`src/can_rx_mask_regs.svh`:
```
// Purpose: Register offsets, field positions and reset values of the receive mask block.
// Assumes: Registers are 16 bits wide and addressed by a 4-bit word index.
// Notes:   Definitions only; included by the design and the testbench.
`ifndef CAN_RX_MASK_REGS_SVH
`define CAN_RX_MASK_REGS_SVH

// ---------------------------------------------------------------------------
// Register word indices.
// ---------------------------------------------------------------------------
`define ADDR_MASK_SOURCE   4'h0
`define ADDR_STD_MASK0     4'h1
`define ADDR_STD_MASK1     4'h2
`define ADDR_STD_MASK2     4'h3
`define ADDR_EXT_MASK0     4'h4
`define ADDR_EXT_MASK1     4'h5
`define ADDR_EXT_MASK2     4'h6
`define ADDR_FULL_LOW      4'h7
`define ADDR_FULL_HIGH     4'h8
`define ADDR_OVF_LOW       4'h9
`define ADDR_OVF_HIGH      4'ha
`define ADDR_INT_STATUS    4'hb
`define ADDR_INT_MASK      4'hc

// ---------------------------------------------------------------------------
// Field positions and values.
// ---------------------------------------------------------------------------
`define STD_SID_HI         15
`define STD_SID_LO         5
`define STD_TYPE_MATCH     3
`define STD_IMPL_BITS      16'hffeb
`define MASK_SRC_RESERVED  2'h3
`define INT_STORE_BIT      0
`define INT_OVF_BIT        1

// ---------------------------------------------------------------------------
// Reset values.
// ---------------------------------------------------------------------------
`define MASK_SOURCE_RST    16'h0000
`define FLAGS_RST          32'h0000_0000
`define INT_RST            2'h0
`define RDATA_RST          16'h0000

`endif

```
`src/can_rx_mask_pkg.sv`:
```
// Purpose: Types shared by the receive mask and buffer status block.
// Assumes: Filter index 0 to 7 stands for filters 8 to 15.
// Notes:   Constants live in the register header.
package can_rx_mask_pkg;

  // Fields of a received message that take part in acceptance.
  typedef struct packed {
    logic [10:0] standard_identifier_bits;  // Standard identifier.
    logic [17:0] extended_identifier_bits;  // Extended identifier.
    logic        is_extended;               // Frame carries an extended identifier.
  } msg_id_t;

  // One candidate comparison presented by the protocol engine.
  typedef struct packed {
    logic [2:0]  filter_index;              // Filter number minus eight.
    logic [10:0] standard_identifier_bits;  // Filter value, standard part.
    logic [17:0] extended_identifier_bits;  // Filter value, extended part.
    logic        filter_extended_select;    // Filter targets extended frames.
    logic [4:0]  dest_buffer;               // Buffer written on a hit.
  } filter_cand_t;

endpackage

```
`src/can_rx_mask_status.sv`:
```
// Purpose: Mask selection for filters 8 to 15, acceptance masks and buffer flags.
// Assumes: The protocol engine presents one candidate per cycle with cand_valid.
// Notes:   A hit stores into the destination buffer in the same cycle.
`timescale 1ns/1ps
`include "can_rx_mask_regs.svh"

module can_rx_mask_status
  import can_rx_mask_pkg::*;
(
  input  wire logic         clock,
  input  wire logic         rst_n,
  input  wire logic [3:0]   addr,
  input  wire logic [15:0]  wdata,
  input  wire logic         wr,
  input  wire logic         rd,
  output logic      [15:0]  rdata,
  input  wire logic         cand_valid,
  input  wire filter_cand_t cand,
  input  wire msg_id_t      msg,
  output logic              hit_valid,
  output logic              hit,
  output logic              irq
);

  // ---------------------------------------------------------------------------
  // Helper functions.
  // ---------------------------------------------------------------------------

  // Acceptance of one message against one filter under one mask.
  function automatic logic filter_match(input msg_id_t m, input filter_cand_t f,
                                        input logic [15:0] sm, input logic [15:0] em);
    logic        sid_ok;
    logic        eid_ok;
    logic [17:0] eid_mask;
    sid_ok   = ((m.standard_identifier_bits ^ f.standard_identifier_bits)
                & sm[`STD_SID_HI:`STD_SID_LO]) == 11'h000;
    eid_mask = {sm[1:0], em};
    eid_ok   = ((m.extended_identifier_bits ^ f.extended_identifier_bits)
                & eid_mask) == 18'h00000;
    if (sm[`STD_TYPE_MATCH]) begin
      // Format must agree with the filter's extended select.
      filter_match = (m.is_extended == f.filter_extended_select)
                     && sid_ok && (!m.is_extended || eid_ok);
    end else begin
      // Either format; a standard frame compares only its standard part.
      filter_match = sid_ok && (!m.is_extended || eid_ok);
    end
  endfunction

  // One-hot decode of a buffer number, used for full and overflow sets.
  function automatic logic [31:0] buf_onehot(input logic [4:0] b);
    buf_onehot = 32'h0000_0001 << b;
  endfunction

  // ---------------------------------------------------------------------------
  // State.
  // ---------------------------------------------------------------------------
  logic [15:0] mask_source_reg;     // Mask source fields, filters 15 down to 8.
  logic [15:0] mask_source_next;    // Next mask source fields.
  logic [15:0] std_mask_reg [3];    // Standard mask registers, one per mask.
  logic [15:0] ext_mask_reg [3];    // Extended mask registers, one per mask.
  logic [31:0] full_reg;            // Buffer full flags.
  logic [31:0] full_next;           // Next full flags.
  logic [31:0] ovf_reg;             // Buffer overflow flags.
  logic [31:0] ovf_next;            // Next overflow flags.
  logic [1:0]  int_status_reg;      // Sticky event bits.
  logic [1:0]  int_status_next;     // Next sticky event bits.
  logic [1:0]  int_mask_reg;        // Interrupt enables.
  logic [1:0]  int_mask_next;       // Next interrupt enables.
  logic [15:0] rdata_reg;           // Read data register.
  logic [15:0] rdata_next;          // Next read data.
  logic        hit_valid_reg;       // Candidate evaluated last cycle.
  logic        hit_reg;             // Result of that evaluation.
  logic        irq_reg;             // Interrupt level.
  logic        irq_next;            // Next interrupt level.

  // ---------------------------------------------------------------------------
  // Acceptance.
  // ---------------------------------------------------------------------------
  logic [1:0]  sel_src;             // Mask source of the current candidate.
  logic [15:0] sel_std;             // Selected standard mask.
  logic [15:0] sel_ext;             // Selected extended mask.
  logic        hit_now;             // Candidate accepted this cycle.
  logic [31:0] store_set;           // Buffers being stored this cycle.
  logic [31:0] ovf_set;             // Buffers overflowing this cycle.

  // Pick the mask named by the filter's source field; reserved never hits.
  always_comb begin
    sel_src = mask_source_reg[{cand.filter_index, 1'b0} +: 2];
    sel_std = 16'h0000;
    sel_ext = 16'h0000;
    case (sel_src)
      2'h0: begin
        sel_std = std_mask_reg[0];
        sel_ext = ext_mask_reg[0];
      end
      2'h1: begin
        sel_std = std_mask_reg[1];
        sel_ext = ext_mask_reg[1];
      end
      2'h2: begin
        sel_std = std_mask_reg[2];
        sel_ext = ext_mask_reg[2];
      end
      default: begin
        sel_std = 16'h0000;
      end
    endcase
    // A reserved source is treated as no mask at all, so nothing is accepted.
    hit_now = cand_valid && (sel_src != `MASK_SRC_RESERVED)
              && filter_match(msg, cand, sel_std, sel_ext);
  end

  // Per-buffer store and overflow events. The decode sits in a net of its own
  // because a bit cannot be selected straight out of a function result.
  logic [31:0] dest_onehot;         // Destination buffer, one-hot.
  assign dest_onehot = buf_onehot(cand.dest_buffer);
  genvar gi;
  generate
    for (gi = 0; gi < 32; gi++) begin : g_buf
      assign store_set[gi] = hit_now && dest_onehot[gi];
      assign ovf_set[gi]   = store_set[gi] && full_reg[gi];
    end
  endgenerate

  // ---------------------------------------------------------------------------
  // Register next values.
  // ---------------------------------------------------------------------------

  // Bus writes, flag updates and read data. Sets are ORed in last so that a
  // clear landing on the same cycle as a store never loses the event.
  always_comb begin
    mask_source_next = mask_source_reg;
    full_next        = full_reg;
    ovf_next         = ovf_reg;
    int_status_next  = int_status_reg;
    int_mask_next    = int_mask_reg;
    rdata_next       = `RDATA_RST;
    if (wr) begin
      case (addr)
        `ADDR_MASK_SOURCE: mask_source_next = wdata;
        `ADDR_FULL_LOW:    full_next[15:0]  = full_reg[15:0] & wdata;
        `ADDR_FULL_HIGH:   full_next[31:16] = full_reg[31:16] & wdata;
        `ADDR_OVF_LOW:     ovf_next[15:0]   = ovf_reg[15:0] & wdata;
        `ADDR_OVF_HIGH:    ovf_next[31:16]  = ovf_reg[31:16] & wdata;
        `ADDR_INT_STATUS:  int_status_next  = int_status_reg & ~wdata[1:0];
        `ADDR_INT_MASK:    int_mask_next    = wdata[1:0];
        default: begin
          full_next = full_next;
        end
      endcase
    end
    full_next = full_next | store_set;
    ovf_next  = ovf_next | ovf_set;
    int_status_next[`INT_STORE_BIT] = int_status_next[`INT_STORE_BIT] | hit_now;
    int_status_next[`INT_OVF_BIT]   = int_status_next[`INT_OVF_BIT] | (|ovf_set);
    irq_next = |(int_status_next & int_mask_next);
    if (rd) begin
      case (addr)
        `ADDR_MASK_SOURCE: rdata_next = mask_source_reg;
        `ADDR_STD_MASK0:   rdata_next = std_mask_reg[0] & `STD_IMPL_BITS;
        `ADDR_STD_MASK1:   rdata_next = std_mask_reg[1] & `STD_IMPL_BITS;
        `ADDR_STD_MASK2:   rdata_next = std_mask_reg[2] & `STD_IMPL_BITS;
        `ADDR_EXT_MASK0:   rdata_next = ext_mask_reg[0];
        `ADDR_EXT_MASK1:   rdata_next = ext_mask_reg[1];
        `ADDR_EXT_MASK2:   rdata_next = ext_mask_reg[2];
        `ADDR_FULL_LOW:    rdata_next = full_reg[15:0];
        `ADDR_FULL_HIGH:   rdata_next = full_reg[31:16];
        `ADDR_OVF_LOW:     rdata_next = ovf_reg[15:0];
        `ADDR_OVF_HIGH:    rdata_next = ovf_reg[31:16];
        `ADDR_INT_STATUS:  rdata_next = {14'h0000, int_status_reg};
        `ADDR_INT_MASK:    rdata_next = {14'h0000, int_mask_reg};
        default:           rdata_next = `RDATA_RST;
      endcase
    end
  end

  // ---------------------------------------------------------------------------
  // Registers.
  // ---------------------------------------------------------------------------

  // Control state with a defined reset value.
  always_ff @(posedge clock) begin
    if (!rst_n) begin
      mask_source_reg <= `MASK_SOURCE_RST;
      full_reg        <= `FLAGS_RST;
      ovf_reg         <= `FLAGS_RST;
      int_status_reg  <= `INT_RST;
      int_mask_reg    <= `INT_RST;
      rdata_reg       <= `RDATA_RST;
      hit_valid_reg   <= 1'b0;
      hit_reg         <= 1'b0;
      irq_reg         <= 1'b0;
    end else begin
      mask_source_reg <= mask_source_next;
      full_reg        <= full_next;
      ovf_reg         <= ovf_next;
      int_status_reg  <= int_status_next;
      int_mask_reg    <= int_mask_next;
      rdata_reg       <= rdata_next;
      hit_valid_reg   <= cand_valid;
      hit_reg         <= hit_now;
      irq_reg         <= irq_next;
    end
  end

  // Mask identifier bits have no reset; software must load them before use,
  // which saves reset wiring on 96 data flops.
  always_ff @(posedge clock) begin
    if (wr && addr >= `ADDR_STD_MASK0 && addr <= `ADDR_STD_MASK2) begin
      std_mask_reg[2'(addr - `ADDR_STD_MASK0)] <= wdata & `STD_IMPL_BITS;
    end
    if (wr && addr >= `ADDR_EXT_MASK0 && addr <= `ADDR_EXT_MASK2) begin
      ext_mask_reg[2'(addr - `ADDR_EXT_MASK0)] <= wdata;
    end
  end

  assign rdata     = rdata_reg;
  assign hit_valid = hit_valid_reg;
  assign hit       = hit_reg;
  assign irq       = irq_reg;

  // ---------------------------------------------------------------------------
  // Assertions.
  // ---------------------------------------------------------------------------

  // A reserved source never accepts.
  rsv_src_nohit_a: assert property (@(posedge clock) disable iff (!rst_n)
    cand_valid && sel_src == 2'h3 |=> hit_valid_reg && !hit_reg)
    else $error("reserved mask source accepted a message");

  // The source field of filter 15 is the top pair.
  src_top_pair_a: assert property (@(posedge clock) disable iff (!rst_n)
    cand_valid && cand.filter_index == 3'h7 |-> sel_src == mask_source_reg[15:14])
    else $error("filter 15 source not taken from top pair");

  // All-zero standard mask accepts any standard frame.
  std_dontcare_a: assert property (@(posedge clock) disable iff (!rst_n)
    cand_valid && sel_src != 2'h3 && sel_std == 16'h0000 && !msg.is_extended
    |=> hit_reg)
    else $error("don't-care standard mask rejected a frame");

  // Mismatch in an included extended bit rejects an extended frame.
  ext_compare_a: assert property (@(posedge clock) disable iff (!rst_n)
    cand_valid && msg.is_extended
    && (((msg.extended_identifier_bits ^ cand.extended_identifier_bits)
         & {sel_std[1:0], sel_ext}) != 18'h00000) |=> !hit_reg)
    else $error("extended mismatch was accepted");

  // Type match on and format differs: rejected.
  type_match_a: assert property (@(posedge clock) disable iff (!rst_n)
    cand_valid && sel_std[3] && msg.is_extended != cand.filter_extended_select
    |=> !hit_reg)
    else $error("format mismatch accepted under type match");

  // Type match off, masks open: either format accepted.
  either_format_a: assert property (@(posedge clock) disable iff (!rst_n)
    cand_valid && sel_src != 2'h3 && sel_std == 16'h0000 && sel_ext == 16'h0000
    |=> hit_reg)
    else $error("open mask without type match rejected a frame");

  // Unimplemented mask bits read zero.
  std_rsv_read_a: assert property (@(posedge clock) disable iff (!rst_n)
    rd && addr >= 4'h1 && addr <= 4'h3 |=> rdata_reg[4] == 1'b0 && rdata_reg[2] == 1'b0)
    else $error("unimplemented mask bit read as one");

  // A hit sets the destination's full flag and raises an event.
  store_full_a: assert property (@(posedge clock) disable iff (!rst_n)
    hit_now |=> full_reg[$past(cand.dest_buffer)] && int_status_reg[0])
    else $error("stored buffer not flagged full");

  // Storing into a full buffer sets overflow.
  store_ovf_a: assert property (@(posedge clock) disable iff (!rst_n)
    hit_now && full_reg[cand.dest_buffer] |=> ovf_reg[$past(cand.dest_buffer)])
    else $error("overflow not flagged");

  // High full register reads buffers 16 to 31.
  full_high_read_a: assert property (@(posedge clock) disable iff (!rst_n)
    rd && addr == 4'h8 |=> rdata_reg == $past(full_reg[31:16]))
    else $error("high full register read wrong");

  // Writing ones leaves the low overflow flags as they were.
  ovf_w1_keep_a: assert property (@(posedge clock) disable iff (!rst_n)
    wr && addr == 4'h9 && wdata == 16'hffff && !hit_now
    |=> ovf_reg[15:0] == $past(ovf_reg[15:0]))
    else $error("write of one changed an overflow flag");

  // After reset the sources and flags are zero.
  reset_zero_a: assert property (@(posedge clock)
    $rose(rst_n) |-> mask_source_reg == 16'h0000 && full_reg == 32'h0 && ovf_reg == 32'h0)
    else $error("flags not cleared by reset");

  // Writing ones leaves the low full flags as they were.
  full_w1_keep_a: assert property (@(posedge clock) disable iff (!rst_n)
    wr && addr == 4'h7 && wdata == 16'hffff && !hit_now
    |=> full_reg[15:0] == $past(full_reg[15:0]))
    else $error("write of one changed a full flag");

  // A store landing on the cycle of a clear keeps its full flag.
  set_beats_clr_a: assert property (@(posedge clock) disable iff (!rst_n)
    hit_now && wr && addr == 4'h7 && cand.dest_buffer < 5'd16
    |=> full_reg[$past(cand.dest_buffer)])
    else $error("clear won over a store");

  // Low overflow register reads buffers 0 to 15.
  ovf_low_read_a: assert property (@(posedge clock) disable iff (!rst_n)
    rd && addr == 4'h9 |=> rdata_reg == $past(ovf_reg[15:0]))
    else $error("low overflow register read wrong");

  // Type match on, format agrees, identifiers equal: accepted.
  type_pass_a: assert property (@(posedge clock) disable iff (!rst_n)
    cand_valid && sel_src != 2'h3 && sel_std[3] && !msg.is_extended
    && !cand.filter_extended_select
    && msg.standard_identifier_bits == cand.standard_identifier_bits |=> hit_reg)
    else $error("matching format rejected under type match");

  // Read data stands only in the cycle after a read strobe.
  rdata_idle_zero_a: assert property (@(posedge clock) disable iff (!rst_n)
    !rd |=> rdata_reg == 16'h0000)
    else $error("read data not zero outside a read");

  // The interrupt level follows the status and mask registers.
  irq_level_a: assert property (@(posedge clock) disable iff (!rst_n)
    irq_reg == |(int_status_reg & int_mask_reg))
    else $error("interrupt level disagrees with status and mask");

  // Main scenarios.
  hit_seen_c: cover property (@(posedge clock) disable iff (!rst_n) hit_now);
  ovf_seen_c: cover property (@(posedge clock) disable iff (!rst_n) |ovf_set);
  irq_seen_c: cover property (@(posedge clock) disable iff (!rst_n) $rose(irq_reg));
  clr_set_c:  cover property (@(posedge clock) disable iff (!rst_n)
    hit_now && wr && addr == 4'h7);

endmodule

```
`config.mk`:
```
export PLATFORM = sky130hd
export DESIGN_NAME = can_rx_mask_status
export DESIGN_NICKNAME = d
export VERILOG_FILES = /design/src/can_rx_mask_pkg.sv /design/src/can_rx_mask_status.sv
export VERILOG_INCLUDE_DIRS = /design/src
export SDC_FILE = /design/constraint.sdc
export NUM_CORES = 1
export LEC_CHECK = 0
export ABC_AREA = 0
export BUFFER_PORTS_ARGS = -buffer_cell sky130_fd_sc_hd__buf_2
export CAP_MARGIN = 20
export CORE_MARGIN = 2
export CORE_UTILIZATION = 40
export DETAILED_ROUTE_END_ITERATION = 12
export SYNTH_ARGS = -nofsm -noshare
export SYNTH_HDL_FRONTEND = slang
export SYNTH_SLANG_ARGS = --single-unit
```
`constraint.sdc`:
```
create_clock -name clock -period 3.04 [get_ports clock]
set_clock_uncertainty 0.05 [all_clocks]
set_input_delay 0.456 -clock clock [delete_from_list [all_inputs] [get_ports clock]]
set_output_delay 0.456 -clock clock [all_outputs]
set_load 0.01 [all_outputs]
```
==> results_dict.tcl <==
set metrics [dict create \
    run_status "finished clean" \
    fin_nets 1037 \
    final.min_clock_period_ns 2.99 \
    maximum_clock_path_buffer_count 2 \
    met3_wirelength_um 3510 \
    core.rowCount 54 \
    fin_total_pwr_uw 5620 \
    grt_antenna_before_repair 0 \
    chipWidth_um 154 \
    irDropWorstVdd_mv 0.285 \
    worst-slew-pin-transition_ns 0.838 \
    worst_r2r_path_depth 8 \
    sequentialPowerShare 0.493 \
    worstHoldStart "wdata[4]" \
    synth-warning-count 0 \
    mostFrequentLayoutCell "buf_2" \
    whs_ns 0.209 \
    synth.distinct_cells 55 \
    clock_latency_ns 0.46 \
    register_area_um2 4780 \
    worst_hold_path.num_cells 1 \
    finalWirelength_um 33000 \
    cp.depth 8 \
    drt-pass1-iter-count 6 \
    rsz_0062_raised_after_global_routing "yes" \
    tritoncts "done" \
    pin_count 112 \
    sw_frac_of_total 0.278 \
    reg_to_reg_setup_timing_slack_ns 0.05 \
    max_slew_margin 0.441 \
    detail-route-antenna-nets 0 \
    mostFrequentLayoutCells "buf_2 (111), dfxtp_1 (96), edfxtp_1 (90)" \
    netSwitchingPower_uw 1560 \
    routabilityCongestion 0.938 \
    hold_viol 0 \
    r2r_end "ovf_reg[4]$_SDFF_PN0_" \
    cts_hold_buf 0 \
    async_reset_ff_frac 0 \
    detail_route.drc_violations 0 \
    finalCritPeriodShare 0.982 \
    multi_input_gate_area_um2 3980 \
    worst_setup_path_start_kind "register" \
    critical_path.endpoint_type "register" \
    holdCritPathClass "primary input to register" \
    ys_seq_elements 193 \
    cap_violations 0 \
    maximum_number_of_pins_on_one_net_before_global_route_repair 35 \
    met1Wirelength_um 13500 \
    grt_pass1_vias 7676 \
    number_of_enable_flip_flop_cells_after_synthesis 90 \
    r2r_start "mask_source_reg[2]$_SDFFE_PN0P_" \
    crit_type "register to register" \
    largest_reg_flops 48 \
    worst_setup_hold_path_clk_slew_ns 0.08 \
    pwr-share-comb 0.091 \
    initial_utilization 0.409 \
    port_buffers 111 \
    internal_power_uw 4060 \
    avgRoutedWirePerCell_um 26.6 \
    dieHeight_um 154 \
    synth_sequential_area_ratio 0.532 \
    timing.critical_path.slowest_cell_delay_ns 0.51 \
    synth_area_per_cell_um2 10.8 \
    cts_bufs_inserted 17 \
    critical_path.top_delay_family "multiplexers" \
    fp.dieArea_um2 23600 \
    core-area_um2 21900 \
    grtUsageTotal 0.278 \
    netlist_area_um2 8950 \
    global_route.overflow_total 0 \
    via_per_inst 6.54 \
    final_design_area_no_fill_um2 10700 \
    clockPowerShare 0.416 \
    antenna_cells_inserted 0 \
    synth.net_count 924 \
    areaGrowthSynthToFinish_pct 19.4 \
    worst_path_fanout_max 34 \
    finalSetupViolations 0 \
    cp_num_buf_inv 1 \
    number_of_filler_instances_in_the_final_layout 2066 \
    power_density_nw_per_um2 525 \
    cts_root_buffer "clkbuf_16" \
    dr.first_iter.drc_count 1285 \
    timing.critical_path.cells "mux2i_1, mux4_2, mux2_4, a2111oi_4, o221ai_1, or4_4, buf_12, o41ai_2" \
    worstPathRequired_ns 3.35 \
    placed_cell_area_um2 10000 \
    numClockSinks 193 \
    whs_endpoint "ext_mask_reg[2][4]$_DFFE_PP_" \
    top_layer "met4" \
    place.detailed.hpwl_um 23500 \
    detailroute.wirelength.met2_um 14800 \
    static-leakage-power_uw 0.00370 \
    fmax_mhz 335 \
    cts_htree_levels 4 \
    drv_slew 0 \
    post_route_cells_drive_above_1_share 0.238 \
    synth_top_flop_cell "dfxtp_1" \
    global_route_wire_length_before_repair_um 49200 \
    timing.critical_path.slowest_stage_cell "mux4_2" \
    vias 8091 \
    worst_path_arrival_ns 3.29 \
    synthesis.instances 831 \
]
## power by group through the flow
stage	registers, µW	logic [µW]	clock network, µW
after detailed placement	2830	496	0
after global routing	2770	544	2460
after floorplan	2820	255	0
after CTS	2770	498	2350
final	2770	512	2330
after global placement	2830	497	0
## logic make-up (layout without fill, tap and decap cells)
| kind of cell | Yosys count | after routing | share of synthesized area |
|---|---|---|---|
| buf+inv | 67 | 193 | 0.0313 |
| mux | 26 | 26 | 0.0386 |
| flops | 193 | 193 | 0.532 |
| simple gates | 226 | 226 | 0.126 |
| xor+xnor | 30 | 30 | 0.0293 |
| compound gates | 289 | 289 | 0.243 |
## layer usage
layer,vias to the layer above,global-route usage
li1,3559,-
met1,3924,0.392
met2,530,0.421
met3,78,0.0592
met4,0,0.107
met5,-,0
## cell type report
cell class	count	share of cell area
Sequential cell	193	0.447
Multi-Input combinational cell	571	0.372
Timing Repair Buffer	158	0.0892
Clock buffer	17	0.0398
Tap cell	280	0.0328
Clock inverter	15	0.0184
Inverter	3	0.00105
## cells in the mapped netlist, types with 20 or more instances
library cell	instances	share of area
xor2_1	30	0.029
nand4_1	25	0.017
o21ai_0	33	0.018
o31ai_1	34	0.029
a31oi_1	20	0.014
a22oi_1	40	0.034
edfxtp_1	90	0.30
a221oi_1	28	0.027
o211ai_1	41	0.034
a21oi_1	20	0.011
dfxtp_1	103	0.23
a222oi_1	21	0.023
clkbuf_1	56	0.023
a22o_1	28	0.027
nand2_1	88	0.037
nand3_1	37	0.021
## per-stage QoR
stage | TNS (ns) | utilization | setup WS, ns | cells
2_1_floorplan | 0 | - | 0.00869 | 831
3_3_place_gp | -19.05 | 0.458 | -0.387 | 1204
5_1_grt | -0.116 | 0.488 | -0.0366 | 1237
3_5_place_dp | -23.89 | 0.458 | -0.460 | 1204
4_1_cts | 0 | 0.488 | 0.00561 | 1237
6_report | 0 | 0.488 | 0.0548 | 1237
## worst max path at each step
stage | from | endpoint | slack, ns
CTS | mask_source_reg[8]$_SDFFE_PN0P_ | full_reg[16]$_SDFF_PN0_ | 0.006
finish | mask_source_reg[2]$_SDFFE_PN0P_ | ovf_reg[4]$_SDFF_PN0_ | 0.05
detailed placement | cand[35] | ovf_reg[4]$_SDFF_PN0_ | -0.46
global route | mask_source_reg[8]$_SDFFE_PN0P_ | ovf_reg[4]$_SDFF_PN0_ | -0.04
global placement | cand[35] | ovf_reg[4]$_SDFF_PN0_ | -0.39
floorplan | cand[35] | ovf_reg[4]$_SDFF_PN0_ | 0.009
## timing repair
item | 4_1_cts | 5_1_grt
setup buffers | 0 | 0
gates resized for setup | 3 | 9
endpoints found under the setup margin | 45 | 47
cloned | 1 | 0
No activity file was read; power rests on OpenSTA's default activity.
